[config.mk]
export PLATFORM = sky130hd
export DESIGN_NAME = bgp_top
export DESIGN_NICKNAME = d
export VERILOG_FILES = /design/src/logic/bgp_pkg.sv /design/src/logic/bgp_channel.sv /design/src/logic/bgp_top.sv
export VERILOG_INCLUDE_DIRS = /design/src /design/src/logic
export SDC_FILE = /design/constraint.sdc
export NUM_CORES = 1
export LEC_CHECK = 0
export BUFFER_PORTS_ARGS = -buffer_cell sky130_fd_sc_hd__buf_2
export CAP_MARGIN = 0
export CORE_MARGIN = 4
export CORE_UTILIZATION = 35
export DETAILED_ROUTE_END_ITERATION = 12
export RECOVER_POWER = 100
export SLEW_MARGIN = 10
export SYNTH_ARGS = -nofsm -noshare
export SYNTH_HDL_FRONTEND = slang
export SYNTH_SLANG_ARGS = --single-unit
[constraint.sdc]
create_clock -name clk -period 3.2 [get_ports clk]
set_clock_uncertainty 0.1 [all_clocks]
set_input_delay 0.64 -clock clk [delete_from_list [all_inputs] [get_ports clk]]
set_output_delay 0.64 -clock clk [all_outputs]
set_load 0.02 [all_outputs]
[src/logic/bgp_consts.svh]
// Register map, field positions and reset values of the button group and polarity bank
`ifndef BGP_CONSTS_SVH
`define BGP_CONSTS_SVH

`define BGP_ADDR_GROUPS     8'h1A
`define BGP_ADDR_POLARITY   8'h1C
`define BGP_RST_GROUPS      8'h00
`define BGP_RST_POLARITY    8'h0F
`define BGP_READ_UNMAPPED   8'h00

`define BGP_COMMON_MSB      7
`define BGP_COMMON_LSB      4
`define BGP_DEFORM_MSB      3
`define BGP_DEFORM_LSB      0
`define BGP_LEVEL_MSB       7
`define BGP_LEVEL_LSB       4
`define BGP_SIGN_MSB        3
`define BGP_SIGN_LSB        0

`define BGP_CHANNELS        4
`define BGP_VALUE_MAX       16'sh7FFF
`define BGP_VALUE_MIN       16'sh8000
`define BGP_VALUE_ZERO      16'sh0000
`define BGP_MASK_ZERO       4'h0

`endif

[src/logic/bgp_pkg.sv]
// Types shared by the button group and polarity bank
`default_nettype none

package bgp_pkg;
	typedef logic [7:0]         bgp_byte_t;
	typedef logic [3:0]         bgp_mask_t;
	typedef logic signed [15:0] bgp_value_t;
endpackage

`default_nettype wire

[src/logic/bgp_channel.sv]
// One channel: sign of the processed value and active level of the button pin
`timescale 1ns/1ps
`default_nettype none
`include "bgp_consts.svh"

module bgp_channel
(
	input  wire logic        clk,
	input  wire logic        rst,
	input  wire logic        algoUpdate,
	input  wire logic        valueSignSel,
	input  wire logic        pinLevelSel,
	input  wire logic        buttonPressed,
	input  wire bgp_pkg::bgp_value_t rawValue,
	output var  bgp_pkg::bgp_value_t processedValue,
	output logic             buttonPin
);
	import bgp_pkg::*;

	bgp_value_t processedValue_q;
	bgp_value_t processedValue_d;
	logic       buttonPin_q;
	logic       buttonPin_d;
	logic       rawIsMin;
	bgp_value_t negated;

	// Negating the most negative value would wrap, so it saturates instead
	assign rawIsMin = (rawValue == `BGP_VALUE_MIN);
	assign negated  = rawIsMin ? `BGP_VALUE_MAX : -rawValue;

	// Raw value rises with coil frequency; a clear sign bit turns it round
	assign processedValue_d = algoUpdate
		? (valueSignSel ? rawValue : negated)
		: processedValue_q;

	// Active low unless the level bit is set; follows the bit without waiting for an update
	assign buttonPin_d = pinLevelSel ? buttonPressed : ~buttonPressed;

	always_ff @(posedge clk)
	begin
		if (rst)
		begin
			processedValue_q <= `BGP_VALUE_ZERO;
			buttonPin_q      <= 1'b1;
		end
		else
		begin
			processedValue_q <= processedValue_d;
			buttonPin_q      <= buttonPin_d;
		end
	end

	assign processedValue = processedValue_q;
	assign buttonPin      = buttonPin_q;
endmodule // bgp_channel

`default_nettype wire

[src/logic/bgp_top.sv]
// Group membership and polarity registers of a four-channel button sensor
`timescale 1ns/1ps
`default_nettype none
`include "bgp_consts.svh"

// What this block does
// - Group register bits 7..4 put channels 3..0 into the common-mode group.
// - Group register bits 3..0 put channels 3..0 into the deformation group.
// - Group register at 0x1A is read-write and resets to zero.
// - Polarity bits 7..4 make button pins 3..0 active high; clear means active low.
// - Polarity bits 3..0 set: value rises with coil frequency; clear: it falls.
// - Polarity register at 0x1C is read-write and resets to 0x0F.
module bgp_top
(
	input  wire logic               clk,
	input  wire logic               rst,
	input  wire bgp_pkg::bgp_byte_t regAddr,
	input  wire bgp_pkg::bgp_byte_t regWrData,
	input  wire logic               regWrEn,
	input  wire logic               regRdEn,
	output var  bgp_pkg::bgp_byte_t regRdData,
	output logic                    regRdValid,
	input  wire logic               algoUpdate,
	input  wire bgp_pkg::bgp_value_t coil_frequency_ch0,
	input  wire bgp_pkg::bgp_value_t coil_frequency_ch1,
	input  wire bgp_pkg::bgp_value_t coil_frequency_ch2,
	input  wire bgp_pkg::bgp_value_t coil_frequency_ch3,
	input  wire bgp_pkg::bgp_mask_t buttonPressed,
	output var  bgp_pkg::bgp_value_t processed_value_ch0,
	output var  bgp_pkg::bgp_value_t processed_value_ch1,
	output var  bgp_pkg::bgp_value_t processed_value_ch2,
	output var  bgp_pkg::bgp_value_t processed_value_ch3,
	output logic                    button_pin_ch0,
	output logic                    button_pin_ch1,
	output logic                    button_pin_ch2,
	output logic                    button_pin_ch3,
	output var  bgp_pkg::bgp_mask_t commonGroupMask,
	output var  bgp_pkg::bgp_mask_t deformGroupMask
);
	import bgp_pkg::*;

	bgp_byte_t  groups_q;
	bgp_byte_t  groups_d;
	bgp_byte_t  polarity_q;
	bgp_byte_t  polarity_d;
	bgp_byte_t  rdData_q;
	bgp_byte_t  rdData_d;
	logic       rdValid_q;
	bgp_mask_t  commonMask_q;
	bgp_mask_t  commonMask_d;
	bgp_mask_t  deformMask_q;
	bgp_mask_t  deformMask_d;
	bgp_mask_t  signSel_q;
	bgp_mask_t  signSel_d;

	logic       hitGroups;
	logic       hitPolarity;
	logic       wrGroups;
	logic       wrPolarity;
	bgp_mask_t  common_group_sel;
	bgp_mask_t  deform_group_sel;
	bgp_mask_t  pin_level_sel;
	bgp_mask_t  value_sign_sel;
	logic       common_group_ch0;
	logic       common_group_ch1;
	logic       common_group_ch2;
	logic       common_group_ch3;
	logic       deform_group_ch0;
	logic       deform_group_ch1;
	logic       deform_group_ch2;
	logic       deform_group_ch3;
	logic       pin_level_sel_ch0;
	logic       pin_level_sel_ch1;
	logic       pin_level_sel_ch2;
	logic       pin_level_sel_ch3;
	logic       value_sign_sel_ch0;
	logic       value_sign_sel_ch1;
	logic       value_sign_sel_ch2;
	logic       value_sign_sel_ch3;

	// Address decode
	assign hitGroups   = (regAddr == `BGP_ADDR_GROUPS);
	assign hitPolarity = (regAddr == `BGP_ADDR_POLARITY);
	assign wrGroups    = regWrEn & hitGroups;
	assign wrPolarity  = regWrEn & hitPolarity;

	assign groups_d   = wrGroups ? regWrData : groups_q;
	assign polarity_d = wrPolarity ? regWrData : polarity_q;

	// Unmapped addresses read as zero and ignore writes
	assign rdData_d = !regRdEn ? rdData_q
		: hitGroups   ? groups_q
		: hitPolarity ? polarity_q
		: `BGP_READ_UNMAPPED;

	// Field split
	assign common_group_sel = groups_q[`BGP_COMMON_MSB:`BGP_COMMON_LSB];
	assign deform_group_sel = groups_q[`BGP_DEFORM_MSB:`BGP_DEFORM_LSB];
	assign pin_level_sel    = polarity_q[`BGP_LEVEL_MSB:`BGP_LEVEL_LSB];
	assign value_sign_sel   = polarity_q[`BGP_SIGN_MSB:`BGP_SIGN_LSB];

	// Per-channel view of each field
	assign common_group_ch0   = common_group_sel[0];
	assign common_group_ch1   = common_group_sel[1];
	assign common_group_ch2   = common_group_sel[2];
	assign common_group_ch3   = common_group_sel[3];
	assign deform_group_ch0   = deform_group_sel[0];
	assign deform_group_ch1   = deform_group_sel[1];
	assign deform_group_ch2   = deform_group_sel[2];
	assign deform_group_ch3   = deform_group_sel[3];
	assign pin_level_sel_ch0  = pin_level_sel[0];
	assign pin_level_sel_ch1  = pin_level_sel[1];
	assign pin_level_sel_ch2  = pin_level_sel[2];
	assign pin_level_sel_ch3  = pin_level_sel[3];
	assign value_sign_sel_ch0 = value_sign_sel[0];
	assign value_sign_sel_ch1 = value_sign_sel[1];
	assign value_sign_sel_ch2 = value_sign_sel[2];
	assign value_sign_sel_ch3 = value_sign_sel[3];

	// Algorithm settings are taken only at an update so one pass never mixes old and new
	assign commonMask_d = algoUpdate
		? {common_group_ch3, common_group_ch2, common_group_ch1, common_group_ch0}
		: commonMask_q;
	assign deformMask_d = algoUpdate
		? {deform_group_ch3, deform_group_ch2, deform_group_ch1, deform_group_ch0}
		: deformMask_q;
	assign signSel_d    = algoUpdate
		? {value_sign_sel_ch3, value_sign_sel_ch2, value_sign_sel_ch1, value_sign_sel_ch0}
		: signSel_q;

	always_ff @(posedge clk)
	begin
		if (rst)
		begin
			groups_q   <= `BGP_RST_GROUPS;
			polarity_q <= `BGP_RST_POLARITY;
		end
		else
		begin
			groups_q   <= groups_d;
			polarity_q <= polarity_d;
		end
	end

	always_ff @(posedge clk)
	begin
		if (rst)
		begin
			rdData_q  <= `BGP_READ_UNMAPPED;
			rdValid_q <= 1'b0;
		end
		else
		begin
			rdData_q  <= rdData_d;
			rdValid_q <= regRdEn;
		end
	end

	// Shadows start at the reset values of their registers
	always_ff @(posedge clk)
	begin
		if (rst)
		begin
			commonMask_q <= `BGP_MASK_ZERO;
			deformMask_q <= `BGP_MASK_ZERO;
			signSel_q    <= bgp_mask_t'(`BGP_RST_POLARITY);
		end
		else
		begin
			commonMask_q <= commonMask_d;
			deformMask_q <= deformMask_d;
			signSel_q    <= signSel_d;
		end
	end

	// The value sign uses the setting the update itself takes, not the older shadow
	bgp_channel uChannel0
	(
		.clk            (clk),
		.rst            (rst),
		.algoUpdate     (algoUpdate),
		.valueSignSel   (signSel_d[0]),
		.pinLevelSel    (pin_level_sel_ch0),
		.buttonPressed  (buttonPressed[0]),
		.rawValue       (coil_frequency_ch0),
		.processedValue (processed_value_ch0),
		.buttonPin      (button_pin_ch0)
	);

	bgp_channel uChannel1
	(
		.clk            (clk),
		.rst            (rst),
		.algoUpdate     (algoUpdate),
		.valueSignSel   (signSel_d[1]),
		.pinLevelSel    (pin_level_sel_ch1),
		.buttonPressed  (buttonPressed[1]),
		.rawValue       (coil_frequency_ch1),
		.processedValue (processed_value_ch1),
		.buttonPin      (button_pin_ch1)
	);

	bgp_channel uChannel2
	(
		.clk            (clk),
		.rst            (rst),
		.algoUpdate     (algoUpdate),
		.valueSignSel   (signSel_d[2]),
		.pinLevelSel    (pin_level_sel_ch2),
		.buttonPressed  (buttonPressed[2]),
		.rawValue       (coil_frequency_ch2),
		.processedValue (processed_value_ch2),
		.buttonPin      (button_pin_ch2)
	);

	bgp_channel uChannel3
	(
		.clk            (clk),
		.rst            (rst),
		.algoUpdate     (algoUpdate),
		.valueSignSel   (signSel_d[3]),
		.pinLevelSel    (pin_level_sel_ch3),
		.buttonPressed  (buttonPressed[3]),
		.rawValue       (coil_frequency_ch3),
		.processedValue (processed_value_ch3),
		.buttonPin      (button_pin_ch3)
	);

	assign commonGroupMask     = commonMask_q;
	assign deformGroupMask     = deformMask_q;
	assign regRdData           = rdData_q;
	assign regRdValid          = rdValid_q;
endmodule // bgp_top

`default_nettype wire
# ---- Yosys cells after proc, flatten, opt, wreduce, memory -nomap -nowiden
# Cells that the tools add are included.
dict set report classes {
  add_sub_neg 4
  bitwise_logic 6
  n_eq_ne 6
  muxes 15
}
# operator count
set op_table {}
lappend op_table {{$mux 16} 8}
lappend op_table {{$eq 16x16->1 const B} 4}
lappend op_table {{$neg 16->16} 4}
lappend op_table {{$eq 8x5->1 const B} 2}
lappend op_table {{$mux 8} 2}
lappend op_table {{$mux 1} 4}
lappend op_table {{$mux 4} 1}
lappend op_table {{$not 1->1} 4}
lappend op_table {{$and 1x1->1} 2}
dict set report word_totals {
  out_inout_bits 85
  input_bits 89
  register_bits 105
}

# ---- Longest topological paths before layout
# Gate-level depths: netlist of the first run.
dict set report logic_depth {
  ltp_word 3
  mapped_depth 9
}

# ---- Hierarchy
# A second synthesis of the first run with hierarchy kept.
dict set report unflattened {
  cells_unflattened 591
  area_unflattened_um2 5556.6
}
# mod n_inst cells_each area_each_um2
set modules_own_cells {}
lappend modules_own_cells {bgp_channel 4 108 996.0}
lappend modules_own_cells {bgp_top 1 159 1572.8}

# ---- Least setup slack after synthesis of the first run
# Ideal clock, no wire load.
dict set report synth_timing {
  kind {input-to-reg}
  start {in regAddr[7]}
  end {reg polarity_q[0]}
  n_path_buf 1
  stages 5
  t_arrival_ps 2146
  setup_ps 120
  path_slack_ps 835
  t_required_ps 2980
  path_cell_list {or4b_4 > nor3b_4 > nand3_2 > buf_4 > a211o_1}
}
dict set report synth_between {
  elab_chain_len 2
}
# element line_no
set synth_rtl {}
lappend synth_rtl {{start: declaration} bgp_top.sv:17} ;# input wire bgp_pkg::bgp_byte_t regAddr,
lappend synth_rtl {{$eq 8x5->1 (no source line)} n/a}
lappend synth_rtl {{$and 1x1->1} bgp_top.sv:85} ;# assign wrPolarity = regWrEn & hitPolarity;
lappend synth_rtl {{end signal: assignment} bgp_top.sv:136} ;# polarity_q <= `BGP_RST_POLARITY;
lappend synth_rtl {{end signal: assignment} bgp_top.sv:141} ;# polarity_q <= polarity_d;
lappend synth_rtl {{end: declaration} bgp_top.sv:44} ;# bgp_byte_t polarity_q;
# Every way passes these cells.
# A chain may end at the register's enable or synchronous reset.

# ---- Worst setup path after layout of the first run
dict set report layout_timing {
  start {in rst}
  end {reg uChannel1.processedValue_q[15] (netlist: uChannel1.processedValue[15])}
}
# element line_no
set layout_lines {}
lappend layout_lines {{start: declaration} bgp_top.sv:16} ;# input wire logic rst,
lappend layout_lines {{end signal: assignment} bgp_channel.sv:43} ;# processedValue_q <= `BGP_VALUE_ZERO;
lappend layout_lines {{end signal: assignment} bgp_channel.sv:48} ;# processedValue_q <= processedValue_d;
lappend layout_lines {{end: declaration} bgp_channel.sv:20} ;# bgp_value_t processedValue_q;
# No word-level cell between the ends.

==> results of run 1 <==
## layout by cell type, fill, tap and decap left out, types with 6 or more instances in the layout
| cell type | netlist | routed |
|---|---|---|
| o21ai_0 | 7 | 7 |
| buf_4 | 1 | 6 |
| a211oi_1 | 44 | 52 |
| xnor2_1 | 36 | 36 |
| o31ai_1 | 6 | 6 |
| nand2b_1 | 18 | 18 |
| nor3b_1 | 5 | 6 |
| clkbuf_16 | 0 | 9 |
| a22o_1 | 8 | 8 |
| nor3_1 | 9 | 9 |
| buf_2 | 3 | 82 |
| a21oi_1 | 28 | 28 |
| dfxtp_1 | 105 | 105 |
| xor2_1 | 19 | 19 |
| nand3_1 | 9 | 9 |
| a311oi_1 | 6 | 6 |
| nand2_1 | 11 | 11 |
| inv_1 | 20 | 20 |
| clkbuf_1 | 29 | 91 |
| mux2i_1 | 25 | 25 |
| a31oi_1 | 7 | 7 |
| nor2_1 | 109 | 109 |
## power by group through the flow
stage | clock network, W | registers [W] | logic [W]
2_1_floorplan | 0 | 0.00150 | 0.000188
3_3_place_gp | 0 | 0.00143 | 0.000442
3_5_place_dp | 0 | 0.00143 | 0.000450
4_1_cts | 0.00115 | 0.00140 | 0.000451
5_1_grt | 0.00120 | 0.00141 | 0.000468
6_report | 0.00111 | 0.00140 | 0.000423
## cell families after synthesis
kind of cell	synth area share (%)
buffers and inverters	4.575
flip-flops	40.45
XOR/XNOR	9.270
AND/OR/NAND/NOR	20.68
AO/OA/AOI/OAI	18.37
adder cells (fa/ha/maj)	0.9632
multiplexers	5.683
## through the flow
step	area (sq um)	setup WS (ns)	total power, W
finish	6310	0.5417	0.002933
global route	6310	0.3813	0.003075
CTS	6481	0.7967	0.002998
detailed placement	6187	0.4235	0.001879
global placement	6187	0.5168	0.001870
floorplan	5196	0.8348	0.001688
## sequential cells by signal (all words and copies together), names as in the netlist
register	cells
commonGroupMask	4
deformGroupMask	4
groups_q	8
polarity_q	8
regRdData	8
regRdValid	1
signSel_q	4
uChannel0.buttonPin	1
uChannel0.processedValue	16
uChannel1.buttonPin	1
uChannel1.processedValue	16
uChannel2.buttonPin	1
uChannel2.processedValue	16
uChannel3.buttonPin	1
uChannel3.processedValue	16
## layout make-up
type                            instances  area [sq um]  area share, %
Clock buffer                           10         229.0          3.629
Clock inverter                          6         65.06          1.031
Inverter                               20         75.07          1.190
Multi-Input combinational cell        423          2805          44.46
Sequential cell                       105          2102          33.31
Tap cell                              184         230.2          3.649
Timing Repair Buffer                  180         803.3          12.73
## path summary, 6_finish.rpt
check	from	end	slack, ns	depth (start not counted)
min	regRdData[3]$_SDFFE_PP0P_	regRdData[3]$_SDFFE_PP0P_	0.38	2
max reg2reg	polarity_q[1]$_SDFFE_PP1P_	uChannel1.processedValue[13]$_SDFFE_PP0P_	0.95	5
min reg2reg	regRdData[3]$_SDFFE_PP0P_	regRdData[3]$_SDFFE_PP0P_	0.38	2
max	rst	uChannel1.processedValue[15]$_SDFFE_PP0P_	0.54	3
## critical path, stage by stage
cell and delay (ns):
clkbuf_2 1.11, clkbuf_2 0.74, o32ai_1 0.15
## routing by layer
metal  GRT usage, %  share of wire [%]  vias to the layer above
li1               -                  -                     2388
met2          26.33                 48                      112
met3          3.111                5.1                       18
met4          6.846                2.1                        0
met5              0                  0                        -
met1          20.16                 45                     2198
==> flow_metrics.env, run 1 <==
export IMPL_status="complete, but fails checks"
export IMPL_violations="capacitance limit, slew limit"
export IMPL_worstSetupStartpointType="primary input"
export IMPL_cts_hold_buf=0
export IMPL_ys_types=54
export IMPL_synth_common_cells="nor2_1 (109), dfxtp_1 (105), a211oi_1 (44)"
export IMPL_power_share_switching_pct=27.39
export IMPL_cts_resized=0
export IMPL_seq_area_frac_synth_pct=40.45
export IMPL_htree_levels=3
export IMPL_overflow=0
export IMPL_synth_top_cell_area_share_pct=40.45
export IMPL_relSlewSlack_pct=-8.808
export IMPL_routed_via_density=5.082
export IMPL_clockPowerShare_pct=37.9
export IMPL_cts_sinks=105
export IMPL_grt_pass1_wl_mm=21.81
export IMPL_numCtsBuffers=9
export IMPL_p_sw_w=0.0008035
export IMPL_power_density_nw_per_um2=464.9
export IMPL_stdcell_count=928
export IMPL_boundaryPins=174
export IMPL_synthToLayoutAreaGrowth_pct=21.43
export IMPL_fmax_mhz=376.2
export IMPL_yosys_register_bits=105
export IMPL_cts_path_max_buffers=2
export IMPL_postLayoutCoreUtil_pct=43.41
export IMPL_pwr_share_comb_pct=14.4
export IMPL_synthesis_nets=676
export IMPL_peakVddDrop_uv=226.1
export IMPL_worstPathArrival_ns=2.76
export IMPL_start_util_pct=35.75
export IMPL_critical_path_class="in -> reg"
export IMPL_dpl_cell_count=912
export IMPL_syn_cell_area_sq_um=5196
export IMPL_synthFlopType="dfxtp_1"
export IMPL_yosys_top_cells_area="dfxtp_1 (40%), nor2_1 (7.9%), a211oi_1 (6.4%)"
export IMPL_holdWs_ns=0.3837
export IMPL_syn_inst=583
export IMPL_die_h_um=129.8
export IMPL_core_area_sq_um=14530
export IMPL_cp_max_fo=77
export IMPL_cts_root_buf="clkbuf_16"
export IMPL_drv_cap=1
export IMPL_diodes=0
export IMPL_drive_above_1_share_pct=16.40
export IMPL_die_w_um=129.8
export IMPL_async_flop_share_pct=0
export IMPL_fin_setup_tns_ns=0
export IMPL_setup_worst_path_end_class="flip-flop"
export IMPL_nNetsFinal=832
export IMPL_drtPass1Iterations=4
export IMPL_postCtsSetupRepairBufs=0
export IMPL_grt_max_degree=78
export IMPL_die_area_sq_um=16860
export IMPL_grt_pass1_vias=4580
export IMPL_drv_slew=78
export IMPL_pwr_share_seq_pct=47.7
export IMPL_clkLatencyLatePin_ns=0.34
export IMPL_hpwlAfterDp_mm=10.26
export IMPL_drt_wirelength_per_cell_um=14.90
export IMPL_leakagePower_nw=2.515
export IMPL_num_rows=44
export IMPL_vias=4716
export IMPL_clk_pin_slew_ns=0.07
export IMPL_grt_use_total_pct=15.89
export IMPL_drc=0
export IMPL_grt_setup_unrepaired="no"
export IMPL_drt_iter0_drc=225
export IMPL_p_int_w=0.002130
export IMPL_wirelength_mm=13.83
export IMPL_hold_class="reg -> reg"
export IMPL_yosysMostFrequentCell="nor2_1"
export IMPL_final_setup_viol_count=0
export IMPL_yosysTopAreaCell="dfxtp_1"
export IMPL_hold_viol_final=0
export IMPL_fillers=1483
export IMPL_period_share_pct=83.07
export IMPL_yosysWarnings=0
export IMPL_antenna_found_initial=0
export IMPL_worstPathRequired_ns=3.30
export IMPL_synth_edf_count=0
export IMPL_numPortBuffers=173
export IMPL_tightest_slew_ns=1.632
export IMPL_gp_congestion=0.8770
export IMPL_ant_nets=0
export IMPL_cts_tree="yes"
export IMPL_avgSynthCellArea_sq_um=8.913
export IMPL_period_minus_slack_ns=2.658
No activity file was read; power rests on OpenSTA's default activity.
==> run 2, diff against run 1 <==
--- a/config.mk
+++ b/config.mk
@@ -6,6 +6,7 @@
 export SDC_FILE = /design/constraint.sdc
 export NUM_CORES = 1
 export LEC_CHECK = 0
+export ABC_AREA = 1
 export BUFFER_PORTS_ARGS = -buffer_cell sky130_fd_sc_hd__buf_2
 export CAP_MARGIN = 0
 export CORE_MARGIN = 4
==> constraint.sdc (replaced) <==
create_clock -name clk -period 2.45 [get_ports clk]
set_clock_uncertainty 0.1 [all_clocks]
set_input_delay 0.49 -clock clk [delete_from_list [all_inputs] [get_ports clk]]
set_output_delay 0.49 -clock clk [all_outputs]
set_load 0.02 [all_outputs]
==> run 2 against run 1 <==
The run now ends clean. Utilization grew 0.79 points. Worst hold slack lost 0.16 ns. Non-clock buffer count grew 7. Critical path type unchanged. Critical endpoint is now uChannel2.processedValue[10]$_SDFFE_PP0P_. Largest cell class unchanged.
==> flow_metrics.env, run 2 <==
export IMPL_grt_setup_unrepaired="no"
export IMPL_tightest_slew_ns=1.036
export IMPL_die_area_sq_um=17960
export IMPL_synth_top_cell_area_share_pct=37.81
export IMPL_worstPathArrival_ns=2.17
export IMPL_drtPass1Iterations=5
export IMPL_drv_slew=0
export IMPL_hpwlAfterDp_mm=12.54
export IMPL_syn_inst=838
export IMPL_drc=0
export IMPL_yosysWarnings=0
export IMPL_ant_nets=0
export IMPL_cts_hold_buf=0
export IMPL_nNetsFinal=1097
export IMPL_synthToLayoutAreaGrowth_pct=22.21
export IMPL_period_share_pct=82.49
export IMPL_start_util_pct=36.17
export IMPL_seq_area_frac_synth_pct=37.81
export IMPL_m1WireLength_mm=7.918
export IMPL_htree_levels=3
export IMPL_synth_edf_count=0
export IMPL_cts_resized=0
export IMPL_cp_max_fo=15
export IMPL_avgSynthCellArea_sq_um=6.634
export IMPL_grt_use_total_pct=18.18
export IMPL_grt_pass1_vias=5352
export IMPL_drv_cap=0
export IMPL_core_area_sq_um=15370
export IMPL_met2RoutedLength_mm=7.159
export IMPL_async_flop_share_pct=0
export IMPL_pwr_share_seq_pct=44.1
export IMPL_crit_buf_inv=4
export IMPL_peakVddDrop_uv=320.1
export IMPL_hold_class="in -> reg"
export IMPL_synthFlopType="dfxtp_1"
export IMPL_num_rows=45
export IMPL_vias=5787
export IMPL_yosys_top_cells_area="dfxtp_1 (38%), nand2_1 (12%), nor2_1 (10%)"
export IMPL_highest_layer="met4"
export IMPL_cpMaxStageDelayCell="o21ai_1"
export IMPL_die_w_um=134.0
export IMPL_yosysMostFrequentCell="nand2_1"
export IMPL_numPortBuffers=173
export IMPL_leakagePower_nw=3.156
export IMPL_pwr_share_comb_pct=18.1
export IMPL_mostFrequentLayoutCells="nand2_1 (178), nor2_1 (150), dfxtp_1 (105)"
export IMPL_wl_met3_mm=1.161
export IMPL_grt_max_degree=49
export IMPL_clk_pin_slew_ns=0.07
export IMPL_layout_commonest_cell="nand2_1"
export IMPL_cp_top_family="buffers and inverters"
export IMPL_cts_path_max_buffers=2
export IMPL_drt_iter0_drc=316
export IMPL_hold_viol_final=0
export IMPL_yosysTopAreaCell="dfxtp_1"
export IMPL_gp_congestion=0.8583
export IMPL_postCtsSetupRepairBufs=0
export IMPL_cts_tree="yes"
export IMPL_drive_above_1_share_pct=13.58
export IMPL_power_w=0.004229
export IMPL_syn_cell_area_sq_um=5559
export IMPL_cts_sinks=105
export IMPL_synth_common_cells="nand2_1 (176), nor2_1 (150), dfxtp_1 (105)"
export IMPL_fmax_mhz=494.8
export IMPL_drt_wirelength_per_cell_um=13.53
export IMPL_path_cells="buf_2 > inv_1 > o21ai_1 > nor2_2 > a21oi_2 > buf_4 > nand3_1 > nand2_1 > inv_1"
export IMPL_synthesis_nets=931
export IMPL_numCtsBuffers=9
export IMPL_grt_pass1_wl_mm=26.59
export IMPL_power_share_switching_pct=29.91
export IMPL_postLayoutCoreUtil_pct=44.20
export IMPL_power_density_nw_per_um2=622.4
export IMPL_critPathMaxStageDelay_ns=0.44
export IMPL_wirelength_mm=16.51
export IMPL_critPathMostFrequentCell="inv_1"
export IMPL_diodes=0
export IMPL_routed_via_density=4.743
export IMPL_holdWs_ns=0.2254
export IMPL_period_minus_slack_ns=2.021
export IMPL_boundaryPins=174
export IMPL_critical_path_class="in -> reg"
export IMPL_clkLatencyLatePin_ns=0.36
export IMPL_ys_types=38
export IMPL_status="finished clean"
export IMPL_final_setup_viol_count=0
export IMPL_overflow=0
export IMPL_cts_root_buf="clkbuf_16"
export IMPL_p_int_w=0.002964
export IMPL_fin_setup_tns_ns=0
export IMPL_relSlewSlack_pct=30.95
export IMPL_worstPathRequired_ns=2.60
export IMPL_yosys_register_bits=105
export IMPL_clockPowerShare_pct=37.8
export IMPL_worstSetupStartpointType="primary input"
export IMPL_antenna_found_initial=0
export IMPL_setup_worst_path_end_class="flip-flop"
export IMPL_die_h_um=134.0
export IMPL_p_sw_w=0.001265
[run 2: changes by cell type after synthesis, moves of 23 or more]
cell	previous run	this run
a21oi_1	28	51
inv_1	20	75
nand3_1	9	58
mux2i_1	25	0
a211oi_1	44	0
nor2_1	109	150
nand2_1	11	176
o21ai_0	7	89
xnor2_1	36	8
[run 2: per-stage QoR]
stage               worst slack (ns)  instances  cell area [sq um]
floorplan                     0.7758        838               5559
global placement              0.2358       1204               6619
detailed placement            0.2183       1204               6619
CTS                           0.5992       1220               6948
global route                  0.2073       1220               6794
finish                        0.4289       1220               6794
[run 2: routing by layer]
| metal | track usage (%) | vias to the layer above |
|---|---|---|
| met3 | 4.464 | 17 |
| li1 | - | 3050 |
| met2 | 27.74 | 163 |
| met5 | 0 | - |
| met4 | 6.278 | 0 |
| met1 | 25.15 | 2557 |
[run 2: cells by family (layout without fill, tap and decap cells)]
kind of cell,after synthesis,count (layout),synth area share (%)
AO/OA/AOI/OAI,174,174,16.90
XOR/XNOR,21,21,3.309
buffers and inverters,114,285,8.913
flip-flops,105,105,37.81
adder cells (fa/ha/maj),4,4,0.9003
AND/OR/NAND/NOR,420,420,32.16
[run 2: area by class of cell]
cell class	count	area [sq um]
inverters	82	307.8
flip-flops and latches	105	2102
clock buffers	9	225.2
repair buffers	187	853.3
multi-input cells	619	2938
clock inverters	7	103.9
well taps	211	264.0
fillers	1679	8577
[run 2: worst paths after layout]
check	startpoint	endpoint	slack, ns	depth (start not counted)
setup / recovery	algoUpdate	uChannel2.processedValue[10]$_SDFFE_PP0P_	0.43	9
hold / removal	buttonPressed[2]	uChannel2.buttonPin$_SDFF_PP1_	0.23	2
setup reg to reg	polarity_q[2]$_SDFFE_PP1P_	uChannel2.processedValue[10]$_SDFFE_PP0P_	0.83	8
hold reg to reg	uChannel1.processedValue[15]$_SDFFE_PP0P_	uChannel1.processedValue[15]$_SDFFE_PP0P_	0.37	2
[run 2: power by group through the flow]
stage / clock network (W) / logic (W) / registers [W]
6_report: 0.00160 / 0.000767 / 0.00186
3_3_place_gp: 0 / 0.000804 / 0.00190
4_1_cts: 0.00165 / 0.000810 / 0.00186
5_1_grt: 0.00172 / 0.000864 / 0.00188
3_5_place_dp: 0 / 0.000805 / 0.00190
2_1_floorplan: 0 / 0.000372 / 0.00202
==> run 3, diff against run 2 <==
--- a/config.mk
+++ b/config.mk
@@ -6,7 +6,7 @@
 export SDC_FILE = /design/constraint.sdc
 export NUM_CORES = 1
 export LEC_CHECK = 0
-export ABC_AREA = 1
+export ABC_AREA = 0
 export BUFFER_PORTS_ARGS = -buffer_cell sky130_fd_sc_hd__buf_2
 export CAP_MARGIN = 0
 export CORE_MARGIN = 4
==> constraint.sdc (replaced) <==
create_clock -name clk -period 1.9 [get_ports clk]
set_clock_uncertainty 0.1 [all_clocks]
set_input_delay 0.38 -clock clk [delete_from_list [all_inputs] [get_ports clk]]
set_output_delay 0.38 -clock clk [all_outputs]
set_load 0.02 [all_outputs]
==> run 3 against run 2 <==
Via count fell by 11%. Count of clock-buffer cells in the layout rose by 2. Register-to-register slack got worse by 0.80 ns. Sequential power grew 27%. Setup slack lost 0.39 ns. Flip-flop and latch count unchanged. Largest cell class unchanged. Non-clock buffer count increased by 82. Utilization grew 5.0 points. Cell area is 5.2% higher.
==> flow_metrics.env, run 3 (synthesis results as in run 1) <==
export IMPL_drt_iter0_drc=300
export IMPL_routed_via_density=5.041
export IMPL_clk_pin_slew_ns=0.07
export IMPL_drive_above_1_share_pct=27.58
export IMPL_layout_commonest_cell="nor2_1"
export IMPL_placed_area_sq_um=6908
export IMPL_grt_use_total_pct=17.68
export IMPL_vias=5132
export IMPL_drv_slew=0
export IMPL_drtPass1Iterations=4
export IMPL_postLayoutCoreUtil_pct=49.18
export IMPL_dpl_cell_count=1001
export IMPL_stdcell_count=1018
export IMPL_grt_setup_unrepaired="yes"
export IMPL_fin_area_sq_um=7148
export IMPL_hold_class="in -> reg"
export IMPL_worstPathArrival_ns=2.02
export IMPL_relSlewSlack_pct=69.71
export IMPL_antenna_found_initial=0
export IMPL_core_area_sq_um=14530
export IMPL_die_w_um=129.8
export IMPL_setup_worst_path_end_class="flip-flop"
export IMPL_leakagePower_nw=3.025
export IMPL_mostFrequentLayoutCells="nor2_1 (109), dfxtp_1 (104), clkbuf_1 (91)"
export IMPL_critical_path_class="reg -> reg"
export IMPL_numPortBuffers=173
export IMPL_hold_viol_final=0
export IMPL_htree_levels=3
export IMPL_peakVddDrop_uv=409.9
export IMPL_drc=0
export IMPL_grt_pass1_wl_mm=23.94
export IMPL_synthToLayoutAreaGrowth_pct=37.56
export IMPL_tightest_slew_ns=0.4501
export IMPL_grt_max_degree=39
export IMPL_cts_root_buf="clkbuf_16"
export IMPL_overflow=0
export IMPL_start_util_pct=35.75
export IMPL_boundaryPins=174
export IMPL_worstPathRequired_ns=2.06
export IMPL_clkLatencyLatePin_ns=0.35
export IMPL_cts_sinks=105
export IMPL_fmax_mhz=535.9
export IMPL_period_minus_slack_ns=1.866
export IMPL_power_density_nw_per_um2=737.3
export IMPL_use_met3_pct=2.743
export IMPL_cts_tree="yes"
export IMPL_diodes=0
export IMPL_hpwlAfterDp_mm=11.75
export IMPL_busiest_layer="met2"
export IMPL_num_rows=44
export IMPL_worstSetupStartpointType="flip-flop"
export IMPL_drv_cap=0
export IMPL_gp_congestion=0.8731
export IMPL_grt_pass1_vias=5002
export IMPL_wirelength_mm=15.25
export IMPL_die_h_um=129.8
export IMPL_period_share_pct=98.21
export IMPL_nNetsFinal=922
export IMPL_ant_nets=0
export IMPL_final_setup_viol_count=0
export IMPL_met2_usage_pct=30.39
export IMPL_numCtsBuffers=9
export IMPL_cts_path_max_buffers=2
export IMPL_die_area_sq_um=16860
export IMPL_status="finished clean"
export IMPL_grtUsageMet1_pct=22.19
export IMPL_fin_setup_tns_ns=0
export IMPL_drt_wirelength_per_cell_um=14.98
export IMPL_cp_max_fo=8
## run 3: final timing paths
kind	from	depth (start not counted)	to	slack, ns
worst max-delay path	polarity_q[3]$_SDFFE_PP1P_	4	uChannel3.processedValue[1]$_SDFFE_PP0P_	0.03
worst min-delay path	buttonPressed[2]	3	uChannel2.buttonPin$_SDFF_PP1_	0.15
worst max register to register	polarity_q[3]$_SDFFE_PP1P_	4	uChannel3.processedValue[1]$_SDFFE_PP0P_	0.03
worst min register to register	regRdData[6]$_SDFFE_PP0P_	2	regRdData[6]$_SDFFE_PP0P_	0.38
## run 3: routing by layer
metal  up-vias  routed length [um]
met2       137                7376
met4         0                 330
met3        21                 764
met5         -                   0
li1       2568                   -
met1      2406                6773
## run 3: area by class of cell
class                      count  area (sq um)
fill                        1431          7386
multi-input combinational    424          2922
sequential                   105          2103
timing repair buffer         269          1488
clock buffer                  11         252.7
tap                          184         230.2
clock inverter                 5         77.57
inverter                      20         75.07
## run 3: stage by stage
step           setup WS [ns]  total power, W  hold WS [ns]
3_3_place_gp         -0.4904        0.003271        0.3610
3_5_place_dp         -0.6012        0.003292        0.3715
5_1_grt             -0.04964        0.005502        0.1712
6_report             0.03409        0.005270        0.1547
4_1_cts            -0.008816        0.005356        0.1398
2_1_floorplan        -0.1289        0.002848        0.3781
## run 3: repair_timing
| item | in CTS | in global routing |
|---|---|---|
| buffers inserted | 0 | 0 |
| pin swaps | 0 | 4 |
| hold endpoints to repair | 0 | 0 |
| endpoints found under the setup margin | 34 | 17 |
| gates cloned | 1 | 0 |
| hold buffers | 0 | 0 |
| gates resized for setup | 7 | 7 |
## run 3: critical path: stages (launching register included)
cell      delay (ns)
dfxtp_2         0.33
or4b_1          0.49
or3_4           0.39
and2_4          0.23
a311oi_2        0.23
## run 3: power breakdown
part	leakage (nW)	internal (W)	total, W	switching [W]
sequential	0.864	0.00230	0.00236	0.0000588
combinational	2.00	0.000358	0.000855	0.000498
clock	0.162	0.00122	0.00205	0.000829
total	3.02	0.00388	0.00527	0.00139
